===== src/rtl/smc_map.vh =====
// Constants for the modem command mode controller
`ifndef SMC_MAP_VH
`define SMC_MAP_VH
// ----------------------------------------
// Timing
// ----------------------------------------
`define SMC_CLK_KHZ     25000
`define SMC_BAUD        19200
`define SMC_BIT_CYC     ((`SMC_CLK_KHZ * 1000) / `SMC_BAUD)
`define SMC_POLL_MS     20
// Ring poll period in clocks, 20 ms at 25 MHz
`define SMC_POLL_CYC    19'h7a120
// ----------------------------------------
// Controller states, one-hot
// ----------------------------------------
`define SMC_ST_CMD      7'h01
`define SMC_ST_CFG      7'h02
`define SMC_ST_DIAL     7'h04
`define SMC_ST_CPTD     7'h08
`define SMC_ST_NEGO     7'h10
`define SMC_ST_DATA     7'h20
`define SMC_ST_OLCMD    7'h40
// ----------------------------------------
// Modem chip phases and registers
// ----------------------------------------
`define SMC_PH_IDLE     2'h0
`define SMC_PH_DIAL     2'h1
`define SMC_PH_CPTD     2'h2
`define SMC_PH_NEGO     2'h3
`define SMC_CHIP_GAIN   8'h01
`define SMC_CHIP_MODE   8'h02
// ----------------------------------------
// Characters
// ----------------------------------------
`define SMC_CH_A        8'h41
`define SMC_CH_T        8'h54
`define SMC_CH_D        8'h44
`define SMC_CH_H        8'h48
`define SMC_CH_O        8'h4f
`define SMC_CH_S        8'h53
`define SMC_CH_EQ       8'h3d
`define SMC_CH_QM       8'h3f
`define SMC_CH_HASH     8'h23
`define SMC_CH_PLUS     8'h2b
`define SMC_CH_CR       8'h0d
`define SMC_CH_BS       8'h08
`define SMC_CH_0        8'h30
`define SMC_CH_1        8'h31
`define SMC_CH_2        8'h32
`define SMC_CH_5        8'h35
`define SMC_S0_RST      8'h00
`define SMC_S25_RST     8'h00
`endif


===== src/rtl/smc_ctrl.v =====
// Modem command mode controller: AT parser, call sequencer, data path
// Behaviour
// - After reset the controller starts in offline command mode.
// - Command mode collects serial characters and executes each complete valid line.
// - Commands: answer, dial, hook on/off, S-register read/write, direct chip write.
// - Dial or answer rewrites chip registers with controller settings.
// - Call runs dialling, call progress detection, then negotiation in order.
// - Any host character during negotiation aborts the attempt.
// - In offline command mode with non-zero ring count, chip status is polled every 20 ms.
// - After the set number of rings the call is answered automatically.
// - Successful negotiation enters data transfer mode.
// - Data mode forwards host bytes to line and line bytes to host.
// - Three plus signs in data mode enter online command mode, call kept.
// - Hang-up command goes on-hook and ends the connection.
// - Online command mode takes commands; return-online resumes data mode.
// - Host serial link runs at a fixed 19200 bit/s.
// - Host flow is paced by clear-to-send so the buffer never overflows.
// - Chip gain comes from S25 captured at call start; chip mode is set by dial or answer.
// - Gain changes made online are ignored until the next call.
`include "smc_map.vh"
`default_nettype none

module smc_ctrl #(
  parameter [18:0] POLL_CYCLES = `SMC_POLL_CYC
) (
  input  wire       mclk,
  input  wire       sys_rst,
  input  wire       host_rxd,
  input  wire       host_rts,
  output reg        host_txd,
  output reg        host_cts,
  output reg        host_dcd,
  output reg        off_hook,
  output reg        mode_data,
  output reg  [7:0] line_tx_data,
  output reg        line_tx_valid,
  input  wire       line_tx_ready,
  input  wire [7:0] line_rx_data,
  input  wire       line_rx_valid,
  output reg        line_rx_ready,
  output reg        chip_wr,
  output reg  [7:0] chip_addr,
  output reg  [7:0] chip_data,
  output reg        chip_stat_rd,
  input  wire       chip_ring,
  output reg  [1:0] chip_phase,
  output reg        chip_phase_start,
  input  wire       chip_phase_done,
  input  wire       chip_phase_fail
);

  localparam [31:0] BIT_FULL = `SMC_BIT_CYC;
  localparam [10:0] BIT_CYC  = BIT_FULL[10:0];
  localparam [10:0] HALF_CYC = BIT_CYC >> 1;

  function [4:0] hexv;
    input [7:0] c;
    begin
      if (c >= `SMC_CH_0 && c <= 8'h39) hexv = {1'b1, c[3:0]};
      else if (c >= 8'h41 && c <= 8'h46) hexv = {1'b1, c[3:0] + 4'h9};
      else hexv = 5'h00;
    end
  endfunction

  function [7:0] hexa;
    input [3:0] n;
    begin
      hexa = (n < 4'ha) ? {4'h3, n} : {4'h4, n - 4'h9};
    end
  endfunction

  // ----------------------------------------
  // Host receiver, 8N1
  // ----------------------------------------
  reg [10:0] rx_cnt_reg;
  reg [3:0]  rx_bit_reg;
  reg [7:0]  rx_sh_reg;
  reg        rx_busy_reg;
  reg [7:0]  rx_byte_reg;
  reg        rx_stb_reg;

  always @(posedge mclk) begin
    if (sys_rst) begin
      rx_cnt_reg  <= 11'h000;
      rx_bit_reg  <= 4'h0;
      rx_sh_reg   <= 8'h00;
      rx_busy_reg <= 1'b0;
      rx_byte_reg <= 8'h00;
      rx_stb_reg  <= 1'b0;
    end else begin
      rx_stb_reg <= 1'b0;
      if (!rx_busy_reg) begin
        if (!host_rxd) begin
          rx_busy_reg <= 1'b1;
          rx_cnt_reg  <= HALF_CYC;
          rx_bit_reg  <= 4'h0;
        end
      end else if (rx_cnt_reg != 11'h000) begin
        rx_cnt_reg <= rx_cnt_reg - 11'h001;
      end else begin
        rx_cnt_reg <= BIT_CYC - 11'h001;
        rx_bit_reg <= rx_bit_reg + 4'h1;
        if (rx_bit_reg == 4'h0 && host_rxd) begin
          rx_busy_reg <= 1'b0;
        end else if (rx_bit_reg == 4'h9) begin
          rx_busy_reg <= 1'b0;
          rx_byte_reg <= rx_sh_reg;
          rx_stb_reg  <= host_rxd;
        end else if (rx_bit_reg != 4'h0) begin
          rx_sh_reg <= {host_rxd, rx_sh_reg[7:1]};
        end
      end
    end
  end

  // ----------------------------------------
  // Command decode
  // ----------------------------------------
  reg [6:0] st_reg;
  reg [7:0] lb_reg [0:7];
  reg [3:0] idx_reg;
  reg       ovf_reg;
  reg       exec_reg;
  reg [7:0] s0_reg;
  reg [7:0] s25_reg;
  reg [7:0] gain_cap_reg;
  reg       orig_reg;
  reg       cfg_step_reg;
  reg [18:0] poll_cnt_reg;
  reg       ring_prev_reg;
  reg [7:0] ring_n_reg;
  reg [7:0] reply_reg;
  reg       reply_pend_reg;
  reg [1:0] esc_cnt_reg;
  reg [7:0] fq_reg [0:1];
  reg       fw_reg;
  reg       fr_reg;
  reg [1:0] fcnt_reg;
  reg        tx_busy_reg;
  reg [10:0] tx_cnt_reg;
  reg [3:0]  tx_bit_reg;
  reg [9:0]  tx_sh_reg;
  wire       tx_reply = reply_pend_reg && !tx_busy_reg && host_rts;

  wire [7:0] rx_up = (rx_byte_reg >= 8'h61 && rx_byte_reg <= 8'h7a) ?
                     rx_byte_reg - 8'h20 : rx_byte_reg;
  wire st_cmd   = st_reg == `SMC_ST_CMD;
  wire st_ol    = st_reg == `SMC_ST_OLCMD;
  wire in_cmd   = st_cmd | st_ol;
  wire [7:0] c2 = lb_reg[2];
  wire [7:0] c3 = lb_reg[3];
  wire [7:0] c4 = lb_reg[4];
  wire [7:0] c5 = lb_reg[5];
  wire [7:0] c6 = lb_reg[6];
  wire [4:0] h3 = hexv(c3);
  wire [4:0] h4 = hexv(c4);
  wire [4:0] h5 = hexv(c5);
  wire [4:0] h6 = hexv(c6);
  // Overlong lines and lines without the prefix fall through unexecuted
  wire exec_ok  = exec_reg && !ovf_reg && idx_reg >= 4'h2 &&
                  lb_reg[0] == `SMC_CH_A && lb_reg[1] == `SMC_CH_T;
  wire c_ans    = exec_ok && idx_reg == 4'h3 && c2 == `SMC_CH_A;
  wire c_dial   = exec_ok && idx_reg >= 4'h3 && c2 == `SMC_CH_D;
  wire c_hook0  = exec_ok && c2 == `SMC_CH_H &&
                  (idx_reg == 4'h3 || (idx_reg == 4'h4 && c3 == `SMC_CH_0));
  wire c_hook1  = exec_ok && idx_reg == 4'h4 && c2 == `SMC_CH_H && c3 == `SMC_CH_1;
  wire c_online = exec_ok && idx_reg == 4'h3 && c2 == `SMC_CH_O;
  wire s0_sel   = c2 == `SMC_CH_S && c3 == `SMC_CH_0;
  wire s25_sel  = c2 == `SMC_CH_S && c3 == `SMC_CH_2 && c4 == `SMC_CH_5;
  wire c_s0w    = exec_ok && idx_reg == 4'h6 && s0_sel && c4 == `SMC_CH_EQ && h5[4];
  wire c_s0r    = exec_ok && idx_reg == 4'h5 && s0_sel && c4 == `SMC_CH_QM;
  wire c_s25w   = exec_ok && idx_reg == 4'h7 && s25_sel && c5 == `SMC_CH_EQ && h6[4];
  wire c_s25r   = exec_ok && idx_reg == 4'h6 && s25_sel && c5 == `SMC_CH_QM;
  wire c_chip   = exec_ok && idx_reg == 4'h7 && c2 == `SMC_CH_HASH &&
                  h3[4] && h4[4] && h5[4] && h6[4];

  wire ring_hit = st_cmd && s0_reg != 8'h00 && chip_stat_rd && chip_ring &&
                  !ring_prev_reg && (ring_n_reg + 8'h01) >= s0_reg;
  wire call_go  = st_cmd && (c_ans || c_dial || ring_hit);
  wire ph_st    = st_reg == `SMC_ST_DIAL || st_reg == `SMC_ST_CPTD ||
                  st_reg == `SMC_ST_NEGO;
  wire hang     = (in_cmd && c_hook0) ||
                  (ph_st && !chip_phase_start && chip_phase_fail) ||
                  (st_reg == `SMC_ST_NEGO && rx_stb_reg);
  wire push     = st_reg == `SMC_ST_DATA && rx_stb_reg && fcnt_reg != 2'h2;
  wire pop      = fcnt_reg != 2'h0 && (!line_tx_valid || line_tx_ready);
  wire line_take = line_rx_valid && line_rx_ready;
  // Third plus sign: data mode ends at the next edge
  wire esc_hit  = st_reg == `SMC_ST_DATA && rx_stb_reg && rx_byte_reg == `SMC_CH_PLUS &&
                  esc_cnt_reg == 2'h2;

  // ----------------------------------------
  // Controller sequencer
  // ----------------------------------------
  always @(posedge mclk) begin
    if (sys_rst) begin
      st_reg         <= `SMC_ST_CMD;
      idx_reg        <= 4'h0;
      ovf_reg        <= 1'b0;
      exec_reg       <= 1'b0;
      s0_reg         <= `SMC_S0_RST;
      s25_reg        <= `SMC_S25_RST;
      gain_cap_reg   <= `SMC_S25_RST;
      orig_reg       <= 1'b0;
      cfg_step_reg   <= 1'b0;
      poll_cnt_reg   <= 19'h00000;
      ring_prev_reg  <= 1'b0;
      ring_n_reg     <= 8'h00;
      reply_reg      <= 8'h00;
      reply_pend_reg <= 1'b0;
      esc_cnt_reg    <= 2'h0;
      fw_reg         <= 1'b0;
      fr_reg         <= 1'b0;
      fcnt_reg       <= 2'h0;
      off_hook       <= 1'b0;
      host_dcd       <= 1'b0;
      mode_data      <= 1'b0;
      host_cts       <= 1'b1;
      line_tx_data   <= 8'h00;
      line_tx_valid  <= 1'b0;
      chip_wr        <= 1'b0;
      chip_addr      <= 8'h00;
      chip_data      <= 8'h00;
      chip_stat_rd   <= 1'b0;
      chip_phase     <= `SMC_PH_IDLE;
      chip_phase_start <= 1'b0;
    end else begin
      chip_wr          <= 1'b0;
      chip_stat_rd     <= 1'b0;
      chip_phase_start <= 1'b0;
      exec_reg         <= 1'b0;
      if (rx_stb_reg && in_cmd) begin
        if (rx_up == `SMC_CH_CR) begin
          exec_reg <= 1'b1;
        end else if (rx_up == `SMC_CH_BS) begin
          if (idx_reg != 4'h0) idx_reg <= idx_reg - 4'h1;
        end else if (idx_reg == 4'h8) begin
          ovf_reg <= 1'b1;
        end else begin
          lb_reg[idx_reg[2:0]] <= rx_up;
          idx_reg <= idx_reg + 4'h1;
        end
      end
      if (exec_reg) begin
        idx_reg <= 4'h0;
        ovf_reg <= 1'b0;
      end
      // Settings writes are kept online; S25 is only captured for the chip at call start
      if (in_cmd && c_s0w) s0_reg <= {4'h0, h5[3:0]};
      if (in_cmd && c_s25w) s25_reg <= {4'h0, h6[3:0]};
      // A new reply outranks the clear of the one now leaving
      if (tx_reply && !line_take) reply_pend_reg <= 1'b0;
      if (in_cmd && (c_s0r || c_s25r)) begin
        reply_reg      <= hexa(c_s0r ? s0_reg[3:0] : s25_reg[3:0]);
        reply_pend_reg <= 1'b1;
      end
      if (in_cmd && c_chip) begin
        chip_wr   <= 1'b1;
        chip_addr <= {h3[3:0], h4[3:0]};
        chip_data <= {h5[3:0], h6[3:0]};
      end
      if (st_cmd && c_hook1) off_hook <= 1'b1;
      if (st_ol && c_online) begin
        st_reg    <= `SMC_ST_DATA;
        mode_data <= 1'b1;
      end

      // Ring polling only runs offline with auto-answer armed
      if (st_cmd && s0_reg != 8'h00) begin
        if (poll_cnt_reg == POLL_CYCLES - 19'h00001) begin
          poll_cnt_reg <= 19'h00000;
          chip_stat_rd <= 1'b1;
        end else begin
          poll_cnt_reg <= poll_cnt_reg + 19'h00001;
        end
        if (chip_stat_rd) begin
          ring_prev_reg <= chip_ring;
          if (chip_ring && !ring_prev_reg) ring_n_reg <= ring_n_reg + 8'h01;
        end
      end else begin
        poll_cnt_reg  <= 19'h00000;
        ring_prev_reg <= 1'b0;
        ring_n_reg    <= 8'h00;
      end

      if (call_go) begin
        st_reg       <= `SMC_ST_CFG;
        gain_cap_reg <= s25_reg;
        orig_reg     <= c_dial;
        cfg_step_reg <= 1'b0;
        off_hook     <= 1'b1;
        ring_n_reg   <= 8'h00;
      end

      case (st_reg)
        `SMC_ST_CFG: begin
          chip_wr      <= 1'b1;
          cfg_step_reg <= 1'b1;
          chip_addr    <= cfg_step_reg ? `SMC_CHIP_MODE : `SMC_CHIP_GAIN;
          chip_data    <= cfg_step_reg ? {7'h00, orig_reg} : gain_cap_reg;
          if (cfg_step_reg) begin
            st_reg           <= `SMC_ST_DIAL;
            chip_phase       <= `SMC_PH_DIAL;
            chip_phase_start <= 1'b1;
          end
        end
        `SMC_ST_DIAL: begin
          if (!chip_phase_start && chip_phase_done) begin
            st_reg           <= `SMC_ST_CPTD;
            chip_phase       <= `SMC_PH_CPTD;
            chip_phase_start <= 1'b1;
          end
        end
        `SMC_ST_CPTD: begin
          if (!chip_phase_start && chip_phase_done) begin
            st_reg           <= `SMC_ST_NEGO;
            chip_phase       <= `SMC_PH_NEGO;
            chip_phase_start <= 1'b1;
          end
        end
        `SMC_ST_NEGO: begin
          if (!chip_phase_start && chip_phase_done) begin
            st_reg      <= `SMC_ST_DATA;
            chip_phase  <= `SMC_PH_IDLE;
            host_dcd    <= 1'b1;
            mode_data   <= 1'b1;
            esc_cnt_reg <= 2'h0;
          end
        end
        `SMC_ST_DATA: begin
          // Plus signs are still forwarded; only the mode changes
          if (rx_stb_reg) begin
            if (rx_byte_reg != `SMC_CH_PLUS) begin
              esc_cnt_reg <= 2'h0;
            end else if (esc_cnt_reg == 2'h2) begin
              esc_cnt_reg <= 2'h0;
              st_reg      <= `SMC_ST_OLCMD;
              mode_data   <= 1'b0;
            end else begin
              esc_cnt_reg <= esc_cnt_reg + 2'h1;
            end
          end
        end
        default: begin
        end
      endcase

      // Host-to-line buffer, two entries
      if (push) begin
        fq_reg[fw_reg] <= rx_byte_reg;
        fw_reg         <= ~fw_reg;
      end
      if (line_tx_valid && line_tx_ready) line_tx_valid <= 1'b0;
      if (pop) begin
        line_tx_data  <= fq_reg[fr_reg];
        line_tx_valid <= 1'b1;
        fr_reg        <= ~fr_reg;
      end
      case ({push, pop})
        2'b10:   fcnt_reg <= fcnt_reg + 2'h1;
        2'b01:   fcnt_reg <= fcnt_reg - 2'h1;
        default: fcnt_reg <= fcnt_reg;
      endcase
      // One slot stays free for a byte already in flight when CTS drops
      host_cts <= (fcnt_reg == 2'h0 && !push) || (fcnt_reg == 2'h1 && pop && !push);

      if (hang) begin
        st_reg        <= `SMC_ST_CMD;
        off_hook      <= 1'b0;
        host_dcd      <= 1'b0;
        mode_data     <= 1'b0;
        chip_phase    <= `SMC_PH_IDLE;
        fcnt_reg      <= 2'h0;
        fw_reg        <= 1'b0;
        fr_reg        <= 1'b0;
        line_tx_valid <= 1'b0;
        host_cts      <= 1'b1;
      end
    end
  end

  // ----------------------------------------
  // Host transmitter, line data or replies
  // ----------------------------------------
  always @(posedge mclk) begin
    if (sys_rst) begin
      tx_busy_reg   <= 1'b0;
      tx_cnt_reg    <= 11'h000;
      tx_bit_reg    <= 4'h0;
      tx_sh_reg     <= 10'h3ff;
      host_txd      <= 1'b1;
      line_rx_ready <= 1'b0;
    end else begin
      // Drops with the escape so no line byte is taken outside data mode
      line_rx_ready <= mode_data && !esc_hit && !tx_busy_reg && !line_take && host_rts;
      if (line_take || tx_reply) begin
        tx_busy_reg <= 1'b1;
        tx_cnt_reg  <= BIT_CYC - 11'h001;
        tx_bit_reg  <= 4'h0;
        tx_sh_reg   <= {1'b1, line_take ? line_rx_data : reply_reg, 1'b0};
        host_txd    <= 1'b0;
      end else if (tx_busy_reg) begin
        if (tx_cnt_reg != 11'h000) begin
          tx_cnt_reg <= tx_cnt_reg - 11'h001;
        end else begin
          tx_cnt_reg <= BIT_CYC - 11'h001;
          tx_bit_reg <= tx_bit_reg + 4'h1;
          tx_sh_reg  <= {1'b1, tx_sh_reg[9:1]};
          host_txd   <= tx_sh_reg[1];
          if (tx_bit_reg == 4'h9) begin
            tx_busy_reg <= 1'b0;
            host_txd    <= 1'b1;
          end
        end
      end
    end
  end

endmodule

`default_nettype wire


===== config.mk =====
export PLATFORM = sky130hd
export DESIGN_NAME = smc_ctrl
export DESIGN_NICKNAME = d
export VERILOG_FILES = /design/src/rtl/smc_ctrl.v
export VERILOG_INCLUDE_DIRS = /design/src /design/src/rtl
export SDC_FILE = /design/constraint.sdc
export NUM_CORES = 1
export LEC_CHECK = 0
export BUFFER_PORTS_ARGS = -buffer_cell sky130_fd_sc_hd__buf_2
export CAP_MARGIN = 5
export CORE_AREA = 4 4 166 168
export DETAILED_ROUTE_END_ITERATION = 7
export DIE_AREA = 0 0 170 172
export PLACE_DENSITY = 0.56
export SLEW_MARGIN = 20
export SYNTH_ARGS = -nofsm -noshare
export SYNTH_HDL_FRONTEND = slang
export SYNTH_SLANG_ARGS = --single-unit

===== constraint.sdc =====
create_clock -name mclk -period 9.2 [get_ports mclk]
set_input_delay 1.38 -clock mclk [delete_from_list [all_inputs] [get_ports mclk]]
set_output_delay 1.38 -clock mclk [all_outputs]
set_load 0.01 [all_outputs]

==> impl_metrics.env <==
export IMPL_min_period_ns=3.410
export IMPL_clkTransAtPathRegs_ns=0.06
export IMPL_final_setup_skew_ns=0.01069
export IMPL_clk_latency_ns=0.53
export IMPL_p_int_mw=1.815
export IMPL_swShare_pct=23.42
export IMPL_yosys_area_top_type_share_pct=29.10
export IMPL_tightest_slew_ns=1.100
export IMPL_grt_ovfl_total=0
export IMPL_cts_max_level=1
export IMPL_viasPerCell=5.495
export IMPL_cts_root_buf="clkbuf_16"
export IMPL_first_global_vias=8018
export IMPL_wirelength_um=26240
export IMPL_setup_viol=0
export IMPL_die_area_um2=29240
export IMPL_yosysWarningCount=0
export IMPL_synth_edf_count=72
export IMPL_max_cap_viol_count=0
export IMPL_drt_initial_drc_count=524
export IMPL_fin_tns_setup_ns=0
export IMPL_num_nets_final=1247
export IMPL_grtUsageTotal_pct=17.85
export IMPL_pwr_share_comb_pct=7.3
export IMPL_initial_core_util_pct=42.75
export IMPL_synth_nets=1203
export IMPL_clock_path_buffers=3
export IMPL_async_flop_share_pct=0
export IMPL_ios=53
export IMPL_cts_tree="built"
export IMPL_slowest_delay_ns=0.92
export IMPL_ir_drop_v=0.0001688
export IMPL_finalHoldViolations=0
export IMPL_ys_seq_area_share_pct=48.62
export IMPL_clockPowerShare_pct=45.9
export IMPL_cp_end_kind="flop"
export IMPL_largest_register_ffs=56
export IMPL_gp_congestion=0.8324
export IMPL_netlist_instances=1150
export IMPL_rsz0062_at_grt="false"
export IMPL_cp_arrival_ns=3.55
export IMPL_relSlewSlack_pct=26.11
export IMPL_ctsResizeCount=0
export IMPL_port_buffers=52
export IMPL_ctsHoldBuffers=0
export IMPL_ys_types=77
export IMPL_drv_slew=0
export IMPL_synth_most_common_cell="dfxtp_1"
export IMPL_dp_hpwl_um=18530
export IMPL_crit_fanout=8
export IMPL_synth_seq_cells=233
export IMPL_num_rows=59
export IMPL_yosys_area_top_type="dfxtp_1"
export IMPL_cp_cell_sequence="inv_1, ha_1, nand2_1, nor4_1, o21ai_0, nand3_1, or3_1, nor3_1"
export IMPL_status="complete, no violations"
export IMPL_hold_path_class="flop to flop"
export IMPL_avgSynthCellArea_um2=9.632
export IMPL_die_height_um=172
export IMPL_cellPowerDensity_nw_per_um2=188.6
export IMPL_antenna_found_initial=0
export IMPL_worstSetupStartpointType="flop"
export IMPL_p_sw_uw=555.2
export IMPL_slowest_stage="nor3_1"
export IMPL_cts_num_sinks=233
export IMPL_syn_cell_area_um2=11080
export IMPL_p_leak_nw=4.606
export IMPL_crit_required_ns=9.34
export IMPL_drtPass1Iterations=5
export IMPL_drtAntennaViolNets=0
export IMPL_dieWidth_um=170
export IMPL_fmax_ghz=0.2933
export IMPL_grt_pass1_wl_um=42760
export IMPL_critical_path_class="flop to flop"
export IMPL_synth_main_ff_cell="dfxtp_1"
export IMPL_num_vias=8512
export IMPL_p_total_mw=2.371
export IMPL_timing_final_crit_share_pct=37.06
export IMPL_grt_max_degree=87
export IMPL_diodes=0
export IMPL_layout_drive_gt1_share_pct=11.29
export IMPL_cts_buffers=27
export IMPL_p_seq_share_pct=46.7
export IMPL_synthToLayoutAreaGrowth_pct=13.48
export IMPL_wl_per_cell_um=16.94
export IMPL_ys_top_cells_by_area="dfxtp_1, edfxtp_1, nor2_1, ha_1, nand2_1"
export IMPL_postCtsSetupBuffers=0
export IMPL_drcViolationCount=0
export IMPL_coreArea_um2=25910
export IMPL_synth_top_cells_by_count="dfxtp_1, nor2_1, nand2_1"
worst max-delay path, delay by kind of cell, from the launching register on:
kind                     cells  cell delay [ns]
AND/OR/NAND/NOR              5             1.80
flip-flops                   1             0.47
AO/OA/AOI/OAI                1             0.32
adder cells (fa/ha/maj)      1             0.29
buffers and inverters        1             0.14
cells by family (layout without fill, tap and decap cells):
family          Yosys count  after routing  synth area share, %
simple gates            493            493                23.49
flops                   233            233                48.62
compound gates          199            199                11.91
buf+inv                  83            147                2.880
xor+xnor                 61             61                4.823
mux                      45             45                4.145
fa+ha+maj                36             36                4.134
routing by layer:
metal	vias up	wire length (um)	track usage, %
met4	0	490	4.375
li1	4294	-	-
met1	4014	12790	25.52
met3	36	1228	2.812
met5	-	0	0
met2	168	11730	28.57
through the flow:
step	hold WS, ns	setup WS [ns]	std cells	util, %	instance area [um2]
6_report	0.4570	5.790	1549	48.51	12570
5_1_grt	0.4757	5.516	1549	48.51	12570
4_1_cts	0.4577	5.806	1549	48.50	12570
3_5_place_dp	0.4483	5.712	1500	44.97	11650
3_3_place_gp	0.4410	5.737	1500	44.95	11650
2_1_floorplan	0.4261	5.912	1150	-	11080
power groups by stage:
stage	Clock, mW	Sequential (mW)	Combinational, mW
after detailed placement	0	1.13	0.173
after floorplan	0	1.13	0.130
after global placement	0	1.13	0.170
final	1.09	1.11	0.174
after CTS	1.12	1.11	0.175
after global routing	1.17	1.11	0.199
cells in the final DEF, fill, tap and decap left out, drive strengths merged, types with 16 or more instances in the layout:
cell,n
a211oi,18
a21oi,66
buf,61
clkbuf,37
dfxtp,161
edfxtp,72
ha,35
inv,39
mux2i,41
nand2,114
nand2b,25
nand3,39
nand4,19
nor2,126
nor2b,16
nor3,37
nor4,23
o21ai,34
xnor2,25
xor2,36
area by class of cell:
cell class              instances  area, um2
repair buffers                 61      330.3
flip-flops and latches        233       5385
multi-input cells             834       5380
inverters                      37      138.9
clock inverters                12      121.4
fillers                      2424      13340
clock buffers                  37      794.5
well taps                     335      419.2
worst paths after layout:
path                                       end  cells after the start  slack (ns)            from
worst min-delay path            rx_byte_reg[0]                      2        0.46    rx_sh_reg[0]
worst max register to register    lb_reg[3][5]                      8        5.79  rx_byte_reg[6]
worst max-delay path              lb_reg[3][5]                      8        5.79  rx_byte_reg[6]
worst min register to register  rx_byte_reg[0]                      2        0.46    rx_sh_reg[0]
Power figures use the tool's default switching activity.
